`src/rtl/hpt_pkg.sv`:
```
// Constants, types and reset state for the haptic playback trigger block
package hpt_pkg;
    // Register offsets
    localparam logic [7:0] ADDR_MODE = 8'h01;
    localparam logic [7:0] ADDR_LIB = 8'h03;
    localparam logic [7:0] ADDR_SEQ0 = 8'h04;
    localparam logic [7:0] ADDR_SEQ7 = 8'h0B;
    localparam logic [7:0] ADDR_GO = 8'h0C;
    localparam logic [7:0] ADDR_ODT = 8'h0D;
    localparam logic [7:0] ADDR_SPT = 8'h0E;
    localparam logic [7:0] ADDR_SNT = 8'h0F;
    localparam logic [7:0] ADDR_BRK = 8'h10;
    // Field layout and reset values
    localparam int GO_BIT = 0;
    localparam int WAIT_BIT = 7;
    localparam logic [2:0] RST_LIB = 3'h1;
    localparam logic [2:0] RST_MODE = 3'h0;
    localparam logic [2:0] SLOT_LAST = 3'h7;
    // Operating mode encodings
    localparam logic [2:0] MODE_INT = 3'h0;
    localparam logic [2:0] MODE_EXT_EDGE = 3'h1;
    localparam logic [2:0] MODE_EXT_LEVEL = 3'h2;
    localparam logic [2:0] MODE_DIAG = 3'h6;
    localparam logic [2:0] MODE_CAL = 3'h7;
    // Timing
    localparam int CLK_KHZ = 10000;
    localparam int STEP_MS = 5;
    localparam int WAIT_MS = 10;
    localparam int STEP_CYC = STEP_MS * CLK_KHZ;
    localparam int WAIT_CYC = WAIT_MS * CLK_KHZ;
    localparam int TICK_W = 17;

    typedef enum logic [5:0] {
        ST_IDLE = 6'h01,
        ST_FETCH = 6'h02,
        ST_LOAD = 6'h04,
        ST_SEG = 6'h08,
        ST_WAIT = 6'h10,
        ST_PROC = 6'h20
    } hpt_state_e;

    // One library segment, answered combinationally by the waveform ROM
    typedef struct packed {
        logic signed [7:0] amp;
        logic [7:0] dur;
        logic signed [7:0] peak;
        logic last;
    } hpt_lib_s;

    typedef struct packed {
        hpt_state_e st;
        logic go;
        logic [2:0] mode;
        logic [2:0] lib_sel;
        logic [7:0][7:0] seq;
        logic [7:0] overdrive_time_adjust;
        logic [7:0] positive_sustain_adjust;
        logic [7:0] negative_sustain_adjust;
        logic [7:0] brt;
        logic [2:0] slot;
        logic [7:0] seg;
        logic [6:0] wave_id;
        logic [8:0] units;
        logic [TICK_W-1:0] tick;
        logic long_unit;
        logic sync1;
        logic sync2;
        logic pin_prev;
        logic signed [7:0] drive;
        logic cal_start;
        logic diag_start;
        logic [7:0] rdata;
    } hpt_state_s;

    localparam hpt_state_s STATE_RST = '{st: ST_IDLE, mode: RST_MODE, lib_sel: RST_LIB,
                                         default: '0};
endpackage : hpt_pkg

```
`src/rtl/hpt_playback.sv`:
```
// Playback trigger, sequencer and library segment time offsets
//
// Overview of operation
// [RULE_01] Trigger bit starts process chosen by mode
// [RULE_02] Internal mode: trigger plays the eight sequencer slots
// [RULE_03] Trigger reads one during playback, self-clears after
// [RULE_04] Host clearing trigger aborts remaining sequence
// [RULE_05] External trigger modes: pin sets/clears trigger
// [RULE_06] Calibration or diagnostic mode: trigger starts that
// [RULE_07] Maximum-amplitude segment is overdrive, offset adjusts it
// [RULE_08] Overdrive offset ignored in closed loop
// [RULE_09] Overdrive offset signed, 5 ms per step
// [RULE_10] Other positive amplitudes use positive sustain offset
// [RULE_11] Positive sustain offset signed, 5 ms per step
// [RULE_12] Other negative amplitudes use negative sustain offset
// [RULE_13] Negative sustain offset signed, 5 ms per step
// [RULE_14] Waveforms fetched from selected library
// [RULE_15] Slots in order, stop at zero or eighth
// [RULE_16] Top-bit slot idles seven bits times 10 ms
// [RULE_17] Negative total duration clamps to zero
`timescale 1ns/100ps
module hpt_playback #(
    parameter int STEP_CYC = hpt_pkg::STEP_CYC,
    parameter int WAIT_CYC = hpt_pkg::WAIT_CYC
) (
    // Clock and reset
    input wire logic sys_clk,
    input wire logic arst_n,
    // Register port
    input wire logic reg_wr,
    input wire logic [7:0] reg_addr,
    input wire logic [7:0] reg_wdata,
    output logic [7:0] reg_rdata,
    // Configuration and trigger pin
    input wire logic closed_loop,
    input wire logic ext_trig,
    // Waveform library
    output logic [2:0] lib_sel,
    output logic [6:0] lib_wave_id,
    output logic [7:0] lib_seg_idx,
    input wire hpt_pkg::hpt_lib_s lib_data,
    // Calibration and diagnostics
    output logic cal_start,
    output logic diag_start,
    input wire logic proc_done,
    // Drive
    output logic signed [7:0] drive_amp
);
    hpt_pkg::hpt_state_s q;
    hpt_pkg::hpt_state_s next_q;

    logic is_od;
    logic signed [7:0] off;
    logic signed [9:0] sum;
    logic [8:0] seg_units;
    logic [7:0] entry;
    logic playing;
    logic unit_done;
    logic slot_end;
    logic ext_set;
    logic [hpt_pkg::TICK_W-1:0] unit_last;

    assign entry = q.seq[q.slot];
    assign playing = (q.st == hpt_pkg::ST_FETCH) || (q.st == hpt_pkg::ST_LOAD)
                     || (q.st == hpt_pkg::ST_SEG) || (q.st == hpt_pkg::ST_WAIT);
    assign unit_last = q.long_unit ? hpt_pkg::TICK_W'(WAIT_CYC - 1)
                                   : hpt_pkg::TICK_W'(STEP_CYC - 1);
    assign unit_done = (q.tick == unit_last);

    // Segment classing: the peak is overdrive, else by sign; zero gets none
    always_comb begin
        is_od = (lib_data.amp == lib_data.peak) && (lib_data.amp != 8'sh00); // [RULE_07]
        if (is_od) begin
            off = closed_loop ? 8'sh00 : $signed(q.overdrive_time_adjust); // [RULE_08] [RULE_09]
        end else if (lib_data.amp > 8'sh00) begin
            off = $signed(q.positive_sustain_adjust); // [RULE_10] [RULE_11]
        end else if (lib_data.amp < 8'sh00) begin
            off = $signed(q.negative_sustain_adjust); // [RULE_12] [RULE_13]
        end else begin
            off = 8'sh00;
        end
        sum = $signed({2'b00, lib_data.dur}) + $signed({{2{off[7]}}, off});
        seg_units = sum[9] ? 9'h000 : sum[8:0]; // [RULE_17]
    end

    always_comb begin
        next_q = q;
        slot_end = 1'b0;
        ext_set = 1'b0;
        next_q.cal_start = 1'b0;
        next_q.diag_start = 1'b0;
        next_q.sync1 = ext_trig;
        next_q.sync2 = q.sync1;
        next_q.pin_prev = q.sync2;
        // External trigger pin drives the trigger bit
        if (q.mode == hpt_pkg::MODE_EXT_EDGE && q.sync2 && !q.pin_prev) begin
            ext_set = 1'b1; // [RULE_05]
        end
        if (q.mode == hpt_pkg::MODE_EXT_LEVEL) begin
            ext_set = q.sync2;
            next_q.go = q.sync2; // [RULE_05]
        end
        if (playing && !q.go) begin
            next_q.st = hpt_pkg::ST_IDLE; // [RULE_04]
            next_q.drive = 8'sh00;
        end else begin
            case (q.st)
                hpt_pkg::ST_IDLE: begin
                    next_q.drive = 8'sh00;
                    if (q.go) begin
                        case (q.mode) // [RULE_01]
                            hpt_pkg::MODE_INT, hpt_pkg::MODE_EXT_EDGE,
                            hpt_pkg::MODE_EXT_LEVEL: begin
                                next_q.slot = 3'h0; // [RULE_02]
                                next_q.st = hpt_pkg::ST_FETCH;
                            end
                            hpt_pkg::MODE_CAL: begin
                                next_q.cal_start = 1'b1; // [RULE_06]
                                next_q.st = hpt_pkg::ST_PROC;
                            end
                            hpt_pkg::MODE_DIAG: begin
                                next_q.diag_start = 1'b1; // [RULE_06]
                                next_q.st = hpt_pkg::ST_PROC;
                            end
                            default: next_q.st = hpt_pkg::ST_IDLE;
                        endcase
                    end
                end
                hpt_pkg::ST_FETCH: begin
                    next_q.tick = '0;
                    // Latched so the library address comes straight from a flop
                    next_q.wave_id = entry[6:0];
                    if (entry == 8'h00) begin
                        next_q.go = 1'b0; // [RULE_03] [RULE_15]
                        next_q.st = hpt_pkg::ST_IDLE;
                    end else if (entry[hpt_pkg::WAIT_BIT] && (entry[6:0] == 7'h00)) begin
                        slot_end = 1'b1; // [RULE_16]
                    end else if (entry[hpt_pkg::WAIT_BIT]) begin
                        next_q.units = {2'b00, entry[6:0]}; // [RULE_16]
                        next_q.long_unit = 1'b1;
                        next_q.drive = 8'sh00;
                        next_q.st = hpt_pkg::ST_WAIT;
                    end else begin
                        next_q.seg = 8'h00;
                        next_q.st = hpt_pkg::ST_LOAD;
                    end
                end
                hpt_pkg::ST_LOAD: begin
                    next_q.units = seg_units;
                    next_q.long_unit = 1'b0;
                    next_q.tick = '0;
                    if (seg_units != 9'h000) begin
                        next_q.drive = lib_data.amp;
                        next_q.st = hpt_pkg::ST_SEG;
                    end else if (lib_data.last) begin
                        slot_end = 1'b1;
                    end else begin
                        next_q.seg = q.seg + 8'h01;
                    end
                end
                hpt_pkg::ST_SEG, hpt_pkg::ST_WAIT: begin
                    next_q.tick = q.tick + hpt_pkg::TICK_W'(1);
                    if (unit_done) begin
                        next_q.tick = '0;
                        next_q.units = q.units - 9'h001;
                        if (q.units <= 9'h001) begin
                            if (q.st == hpt_pkg::ST_WAIT || lib_data.last) begin
                                slot_end = 1'b1;
                            end else begin
                                next_q.seg = q.seg + 8'h01;
                                // Drive drops in the load cycle so a segment lasts its units only
                                next_q.drive = 8'sh00;
                                next_q.st = hpt_pkg::ST_LOAD;
                            end
                        end
                    end
                end
                hpt_pkg::ST_PROC: begin
                    if (proc_done) begin
                        next_q.go = 1'b0; // [RULE_03]
                        next_q.st = hpt_pkg::ST_IDLE;
                    end
                end
                default: next_q.st = hpt_pkg::ST_IDLE;
            endcase
        end
        // Waits hold no drive; a zero-wait slot falls straight through
        if (slot_end) begin
            next_q.drive = 8'sh00;
            if (q.slot == hpt_pkg::SLOT_LAST) begin
                next_q.go = 1'b0; // [RULE_15] [RULE_03]
                next_q.st = hpt_pkg::ST_IDLE;
            end else begin
                next_q.slot = q.slot + 3'h1; // [RULE_15]
                next_q.st = hpt_pkg::ST_FETCH;
            end
        end
        if (ext_set) begin
            next_q.go = 1'b1;
        end
        // Host write comes last so a set beats a same-cycle clear
        if (reg_wr) begin
            case (reg_addr)
                hpt_pkg::ADDR_MODE: next_q.mode = reg_wdata[2:0];
                hpt_pkg::ADDR_LIB: next_q.lib_sel = reg_wdata[2:0];
                hpt_pkg::ADDR_GO: next_q.go = reg_wdata[hpt_pkg::GO_BIT] | ext_set; // [RULE_04]
                hpt_pkg::ADDR_ODT: next_q.overdrive_time_adjust = reg_wdata;
                hpt_pkg::ADDR_SPT: next_q.positive_sustain_adjust = reg_wdata;
                hpt_pkg::ADDR_SNT: next_q.negative_sustain_adjust = reg_wdata;
                hpt_pkg::ADDR_BRK: next_q.brt = reg_wdata;
                default: begin
                    if (reg_addr >= hpt_pkg::ADDR_SEQ0 && reg_addr <= hpt_pkg::ADDR_SEQ7) begin
                        next_q.seq[3'(reg_addr - hpt_pkg::ADDR_SEQ0)] = reg_wdata;
                    end
                end
            endcase
        end
        case (reg_addr)
            hpt_pkg::ADDR_MODE: next_q.rdata = {5'h00, q.mode};
            hpt_pkg::ADDR_LIB: next_q.rdata = {5'h00, q.lib_sel};
            hpt_pkg::ADDR_GO: next_q.rdata = {7'h00, q.go}; // [RULE_03]
            hpt_pkg::ADDR_ODT: next_q.rdata = q.overdrive_time_adjust;
            hpt_pkg::ADDR_SPT: next_q.rdata = q.positive_sustain_adjust;
            hpt_pkg::ADDR_SNT: next_q.rdata = q.negative_sustain_adjust;
            hpt_pkg::ADDR_BRK: next_q.rdata = q.brt;
            default: begin
                if (reg_addr >= hpt_pkg::ADDR_SEQ0 && reg_addr <= hpt_pkg::ADDR_SEQ7) begin
                    next_q.rdata = q.seq[3'(reg_addr - hpt_pkg::ADDR_SEQ0)];
                end else begin
                    next_q.rdata = 8'h00;
                end
            end
        endcase
    end

    always_ff @(posedge sys_clk or negedge arst_n) begin
        if (!arst_n) begin
            q <= hpt_pkg::STATE_RST;
        end else begin
            q <= next_q;
        end
    end

    assign reg_rdata = q.rdata;
    assign lib_sel = q.lib_sel; // [RULE_14]
    assign lib_wave_id = q.wave_id;
    assign lib_seg_idx = q.seg;
    assign cal_start = q.cal_start;
    assign diag_start = q.diag_start;
    assign drive_amp = q.drive;
endmodule : hpt_playback

```
`config.mk`:
```
export PLATFORM = sky130hd
export DESIGN_NAME = hpt_playback
export DESIGN_NICKNAME = d
export VERILOG_FILES = /design/src/rtl/hpt_pkg.sv /design/src/rtl/hpt_playback.sv
export SDC_FILE = /design/constraint.sdc
export NUM_CORES = 1
export LEC_CHECK = 0
export ABC_AREA = 1
export BUFFER_PORTS_ARGS = -buffer_cell sky130_fd_sc_hd__buf_2
export CAP_MARGIN = 20
export CORE_MARGIN = 1.5
export CORE_UTILIZATION = 60
export DETAILED_ROUTE_END_ITERATION = 12
export PLACE_DENSITY = 0.8
export SLEW_MARGIN = 5
export SYNTH_ARGS = -nofsm -noshare
export SYNTH_HDL_FRONTEND = slang
export SYNTH_SLANG_ARGS = --single-unit
```
`constraint.sdc`:
```
create_clock -name sys_clk -period 3.15 [get_ports sys_clk]
set_clock_uncertainty 0.05 [all_clocks]
set_input_delay 0.1575 -clock sys_clk [delete_from_list [all_inputs] [get_ports sys_clk]]
set_output_delay 0.1575 -clock sys_clk [all_outputs]
set_load 0.01 [all_outputs]
```
; ---- After elaboration in Yosys (flattened, before gate mapping)
; Cells that the tools add are included.
[totals]
ff_bits = 175
input_bits = 47
out_inout_bits = 36
[op_classes]
order_cmp = 8
eq_ne = 39
mux = 96
addsub = 6
bitwise_logic = 3
n_reduce_logical = 39
[op_table]
columns = operator, n
row1 = $mux W8, 29
row2 = $mux W64, 2
row3 = $mux W103, 1
row4 = $pmux W26 S3, 1
row5 = $bwmux W64, 1
row6 = $pmux W8 S7, 1
row7 = $bmux W8 S3, 2
row8 = $mux W6, 8
row9 = $mux W45, 1
row10 = $mux W9, 4
row11 = $eq A8 B4 Y1 const B, 4
row12 = $pmux W8 S4, 1
row13 = $pmux W6 S5, 1
row14 = $ne A4 B4 Y1 const B, 7
row15 = $mux W26, 1
row16 = $demux W8 S3, 1
row17 = $pmux W8 S3, 1
row18 = $mux W1, 21
row19 = $mux W3, 7
row20 = $mux W7, 3
row21 = $ne A2 B2 Y1 const B, 9
row22 = $add A17 B1 Y17 const B, 1
row23 = $eq A17 B17 Y1, 1
row24 = $mux W17, 1
row25 = other kinds (56), 82

; ---- Logic depth before layout (Yosys ltp)
[depth]
word_depth = 14
ltp_mapped = 31

; ---- Worst setup path before layout
; No wires, ideal clock.
[synth_timing]
kind = input to register
start = in lib_data[19] (netlist name)
end = reg q (netlist bit drive_amp[0])
path_stages = 25
setup_time_ns = 0.117
arrival_time_ns = 2.861
setup_slack_ns = 0.123
path_cell_list = xnor2_1 nand2_1 nor2_2 nand3_2 inv_1 nand3_1 o21ai_0 ha_1 inv_1 fa_1 inv_1 nand3_1 nand2_1 nand2_1 a21oi_1 xnor2_1 inv_1 o21ai_2 nand2_2 nor2_4 nand2_2 nand2_4 nand2_8 nand3_2 nand2_1
[synth_via]
elab_chain_len = 12
word_cells_on_any_way = 24
[synth_rtl]
columns = item, line
row1 = "start, declared", hpt_playback.sv:41  ; input wire hpt_pkg::hpt_lib_s lib_data,
row2 = $lt A8 B1 Y1, hpt_playback.sv:77  ; end else if (lib_data.amp < 8'sh00) begin
row3 = $mux W8, hpt_playback.sv:77
row4 = $mux W8, hpt_playback.sv:75  ; end else if (lib_data.amp > 8'sh00) begin
row5 = $mux W8 *, hpt_playback.sv:73  ; if (is_od) begin
row6 = $add A9 B8 Y10 *, hpt_playback.sv:82  ; sum = $signed({2'b00, lib_data.dur}) + $signed({{2{off[7]}}, off});
row7 = $mux W9 *, hpt_playback.sv:83  ; seg_units = sum[9] ? 9'h000 : sum[8:0];
row8 = $reduce_bool A9 Y1 *, hpt_playback.sv:152  ; if (seg_units != 9'h000) begin
row9 = $mux W1, hpt_playback.sv:152
row10 = $pmux W1 S3, hpt_playback.sv:107  ; case (q.st)
row11 = $mux W1, hpt_playback.sv:103  ; if (playing && !q.go) begin
row12 = "$ne A4 B4 Y1 (no source line), or another cell as far along", n/a
row13 = $reduce_and A8 Y1 (no source line), n/a
row14 = "end signal, assigned", hpt_playback.sv:238  ; q <= hpt_pkg::STATE_RST;
row15 = "end signal, assigned", hpt_playback.sv:240  ; q <= next_q;
row16 = "end, declared", hpt_playback.sv:49  ; hpt_pkg::hpt_state_s q;
; Mark *: on every way between the ends. The rest lies on a longest branch, timed or not.
; A chain may end at the register's enable or synchronous reset.

; ---- Worst setup path after layout
[layout_timing]
start = in lib_data[17] (netlist name)
end = reg q (netlist bit drive_amp[5])
; Same word-level chain as after synthesis.

==> flow_summary.rst <==
.. list-table::
   :header-rows: 1

   * - Metric
     - Value
   * - Run status
     - complete, no violations
   * - Largest cells by area after synthesis
     - sky130_fd_sc_hd__dfrtp_1, sky130_fd_sc_hd__nand2_1, sky130_fd_sc_hd__o21ai_0
   * - Number of enable flip-flop cells after synthesis
     - 0
   * - CTS tree
     - done
   * - Vias per cell
     - 5.946
   * - Transition at the pin with the smallest max-transition slack
     - between 0.6 and 0.7 ns
   * - Total number of vias
     - between 9,000 and 10,000
   * - Die Y-Extent
     - about 130 µm
   * - Worst hold path cell count
     - 3
   * - # Max-Cap Violations
     - 0
   * - Final period demand of the worst path
     - 3.019 ns
   * - Pin count of the biggest net entering global routing
     - 64
   * - Power, Total
     - 6.270 mW
   * - Clk slew on worst S/H paths
     - 0.07 ns
   * - Setup ws final
     - 0.1310 ns
   * - Power spent charging and discharging nets
     - 2.248 mW
   * - Cell taking the most area after synthesis
     - sky130_fd_sc_hd__dfrtp_1
   * - Clock insertion delay at the later pin of the skew report
     - 0.44 ns
   * - Worst path slowest cell
     - sky130_fd_sc_hd__ha_1
   * - Number of nets produced by synthesis
     - 1,392
   * - Most numerous cell types in the synthesized netlist
     - sky130_fd_sc_hd__nand2_1, sky130_fd_sc_hd__dfrtp_1, sky130_fd_sc_hd__o21ai_0
   * - Proportion of layout cells with a drive suffix above 1
     - about a fifth
   * - Number of levels the H-tree was split into
     - 4
   * - Primary FF master, synth
     - sky130_fd_sc_hd__dfrtp_1
   * - PortBufs
     - 82
   * - Startpoint class of the critical path
     - primary input
   * - Ys async rst share
     - 100.0%
   * - Slowest stage delay, CP
     - 0.35 ns
   * - Source of the worst hold timing path
     - reg_wdata[0]
   * - Cell seen most often among critical-path stages
     - sky130_fd_sc_hd__nand2_2
   * - Post-detailed-placement cell area
     - 10,900 µm²
   * - Top Ports
     - 83
   * - Number of antenna-violating nets in the routed design
     - 0
   * - Final setup viols
     - 0
   * - Post-synth design cell area
     - 10,200 µm²
   * - Synth Warn #
     - 0
   * - Clk network pwr share
     - 33.7%
   * - Peak ir drop on the vdd network
     - 0.0004890 V
   * - WL final
     - 29,810 µm
   * - Antenna fix cells
     - 0
   * - Syn Inst Count
     - between 1,000 and 1,500
   * - Setup slack at placement
     - -0.3743 ns
   * - Critical Path RT
     - approximately 3.5 ns
   * - Initial core utilization
     - 61.49%
   * - Via count of the first global-routing pass
     - 9,342
   * - FILL cells
     - 1,331
   * - Type of the most critical hold path
     - primary input to register
   * - Hold violation count in the final report
     - 0
   * - Critical path fanouts, max
     - 8
   * - Total negative slack
     - 0 ns
   * - Post-DP HPWL
     - 20,850 µm
   * - Endpoint kind of the worst setup timing path
     - register
   * - Final Net Count
     - 1,490
   * - Register-to-Register Path Depth
     - 20
   * - Routability Congestion
     - around 0.97
   * - Most frequent cell after synthesis
     - sky130_fd_sc_hd__nand2_1
   * - Reg2Reg Launch Point
     - q[79]
   * - Capturing point of the worst reg2reg path
     - drive_amp[5]
   * - Drc violations
     - 0
   * - Wire length of the first global-routing pass
     - about 47,000 µm
   * - Register share of total power
     - 41.0%
   * - Inserted Clock Buffers
     - 17
   * - Setup repair after global routing missed its margin
     - true
   * - Number of distinct library cell variants in the gate-level netlist after synthesis
     - 55
   * - Power share of the combinational group
     - 25.3%
   * - Area added between synthesis and finish
     - 16.55%
   * - Area inside the core boundary
     - 16,580 µm²
   * - Clock tree sinks
     - roughly 180
   * - Synth top area share
     - 42.45%
   * - Number of antenna violations at the first check in global routing
     - 0
   * - Arrival time at the worst endpoint
     - 3.35 ns
   * - Fin util
     - 71.67%
   * - Leakage
     - 5.871 nW
   * - Number of max-slew violations in the final report
     - 0
   * - Pwr dens
     - around 530 nW/µm²
   * - Number of synthesized register bits
     - 175
   * - Total iterations of the first detailed-routing run
     - 8
   * - Row count
     - 47
   * - Slew margin rel.
     - approximately 60%
   * - Sequential cell area fraction in the yosys report
     - 42.97%
   * - Cell class contributing the biggest share of worst-path delay
     - simple AND/OR/NAND/NOR gates
   * - Area enclosed by the die boundary
     - between 15,000 and 20,000 µm²
   * - Cell-internal power
     - 4.022 mW
   * - CTS Root Cell
     - sky130_fd_sc_hd__clkbuf_16
   * - Per-cell routed wire length
     - 17.96 µm
   * - Die X
     - ~130 µm
   * - Total routing resource utilization after global routing
     - 33.69%
   * - Number of DRC violations after detailed-routing iteration 0
     - 1,012
   * - Max clock buf depth
     - 2
   * - Net switching share of the total power
     - 35.85%
   * - Total congestion overflow
     - 0
   * - R2r setup slk
     - 0.16 ns
   * - Cell area after layout
     - about 12,000 µm²
   * - Max Clock Freq
     - between 300 and 400 MHz
   * - Hold endpoint
     - q[168]
   * - Final clock period utilization by the worst path
     - between 90% and 100%
   * - Buf+Inv Stages, Crit Path
     - 4
   * - Critical setup path kind
     - primary input to register
   * - Syn_area_per_cell
     - around 7.7 µm²
## per-stage QoR
step / instances / hold slack [ns]
after CTS: 1644 / 0.004975
after global placement: 1610 / 0.1319
final: 1660 / 0.007806
after global routing: 1660 / 0.01304
after floorplan: 1329 / -0.1881
after detailed placement: 1610 / 0.1335
## area by class of cell
cell class / count / area (µm²) / area share, %
repair inverters: 1 / 6.256 / 0.05264
repair buffers: 159 / 1040 / 8.748
well taps: 220 / 275.3 / 2.316
clock inverters: 15 / 160.2 / 1.348
flip-flops and latches: 175 / 4383 / 36.88
multi-input cells: 952 / 5134 / 43.19
clock buffers: 17 / 425.4 / 3.579
inverters: 121 / 461.7 / 3.885
## kinds of logic after synthesis
family	count (synthesis)	synth area share [%]
simple gates	629	27.58
compound gates	276	15.64
fa+ha+maj	16	2.037
buf+inv	204	9.178
mux	5	0.5276
flops	175	42.97
xor+xnor	24	2.061
## power groups by stage
stage / logic, mW / registers (mW) / clock network (mW)
floorplan: 1.07 / 2.55 / 0
global placement: 1.44 / 2.60 / 0
detailed placement: 1.46 / 2.60 / 0
CTS: 1.48 / 2.56 / 2.12
global route: 1.75 / 2.59 / 2.22
finish: 1.59 / 2.57 / 2.11
## cells in the final DEF (no fill, tap or decap), types with 5 or more instances in the layout
cell type | Yosys | routed
sky130_fd_sc_hd__a21oi_1 | 24 | 21
sky130_fd_sc_hd__a221oi_1 | 7 | 7
sky130_fd_sc_hd__a22oi_1 | 12 | 11
sky130_fd_sc_hd__a31oi_1 | 6 | 5
sky130_fd_sc_hd__buf_2 | 9 | 78
sky130_fd_sc_hd__buf_4 | 39 | 73
sky130_fd_sc_hd__clkbuf_16 | 0 | 17
sky130_fd_sc_hd__dfrtp_1 | 173 | 172
sky130_fd_sc_hd__ha_1 | 15 | 13
sky130_fd_sc_hd__inv_1 | 105 | 100
sky130_fd_sc_hd__inv_2 | 11 | 16
sky130_fd_sc_hd__inv_6 | 1 | 5
sky130_fd_sc_hd__nand2_1 | 355 | 341
sky130_fd_sc_hd__nand2_2 | 8 | 19
sky130_fd_sc_hd__nand2_4 | 2 | 6
sky130_fd_sc_hd__nand3_1 | 84 | 79
sky130_fd_sc_hd__nand3_2 | 12 | 16
sky130_fd_sc_hd__nand4_1 | 19 | 19
sky130_fd_sc_hd__nor2_1 | 100 | 93
sky130_fd_sc_hd__nor2_2 | 11 | 11
sky130_fd_sc_hd__nor2_4 | 1 | 9
sky130_fd_sc_hd__nor3_1 | 15 | 15
sky130_fd_sc_hd__nor3_2 | 5 | 5
sky130_fd_sc_hd__o21ai_0 | 163 | 158
sky130_fd_sc_hd__o21ai_1 | 15 | 17
sky130_fd_sc_hd__o21ai_2 | 2 | 5
sky130_fd_sc_hd__o221ai_1 | 17 | 17
sky130_fd_sc_hd__o22ai_1 | 11 | 11
sky130_fd_sc_hd__xnor2_1 | 10 | 7
sky130_fd_sc_hd__xor2_1 | 14 | 14
## tightest hold or removal path: stages
cell and delay [ns]:
sky130_fd_sc_hd__buf_2 0.10, sky130_fd_sc_hd__nand3_1 0.09, sky130_fd_sc_hd__nand3_1 0.10
## worst max-delay path by stage
| stage | start | to | slack, ns | depth (start not counted) |
|---|---|---|---|---|
| 5_1_grt | lib_data[22] | drive_amp[5] | -0.09 | 29 |
| 3_5_place_dp | lib_data[17] | drive_amp[5] | -0.37 | 26 |
| 4_1_cts | lib_data[17] | drive_amp[3] | 0.07 | 24 |
| 2_1_floorplan | lib_data[19] | drive_amp[0] | 0.12 | 25 |
| 6_report | lib_data[17] | drive_amp[5] | 0.13 | 26 |
| 3_3_place_gp | lib_data[17] | drive_amp[5] | -0.28 | 23 |
## per-layer routing
| layer | up-vias | track usage, % | part of all wire, % |
|---|---|---|---|
| met3 | 109 | 7.458 | 9.2 |
| li1 | 4607 | - | - |
| met4 | 0 | 15.76 | 4.4 |
| met5 | - | 0 | 0 |
| met1 | 4604 | 43.80 | 39 |
| met2 | 550 | 53.97 | 48 |
## repair_timing
item,4_1_cts,5_1_grt
hold buffers,2,0
hold endpoints to repair,60,0
gates resized for setup,0,71
setup endpoints to repair,0,26
buffers inserted,0,13
(Power assumes the default switching activity.)
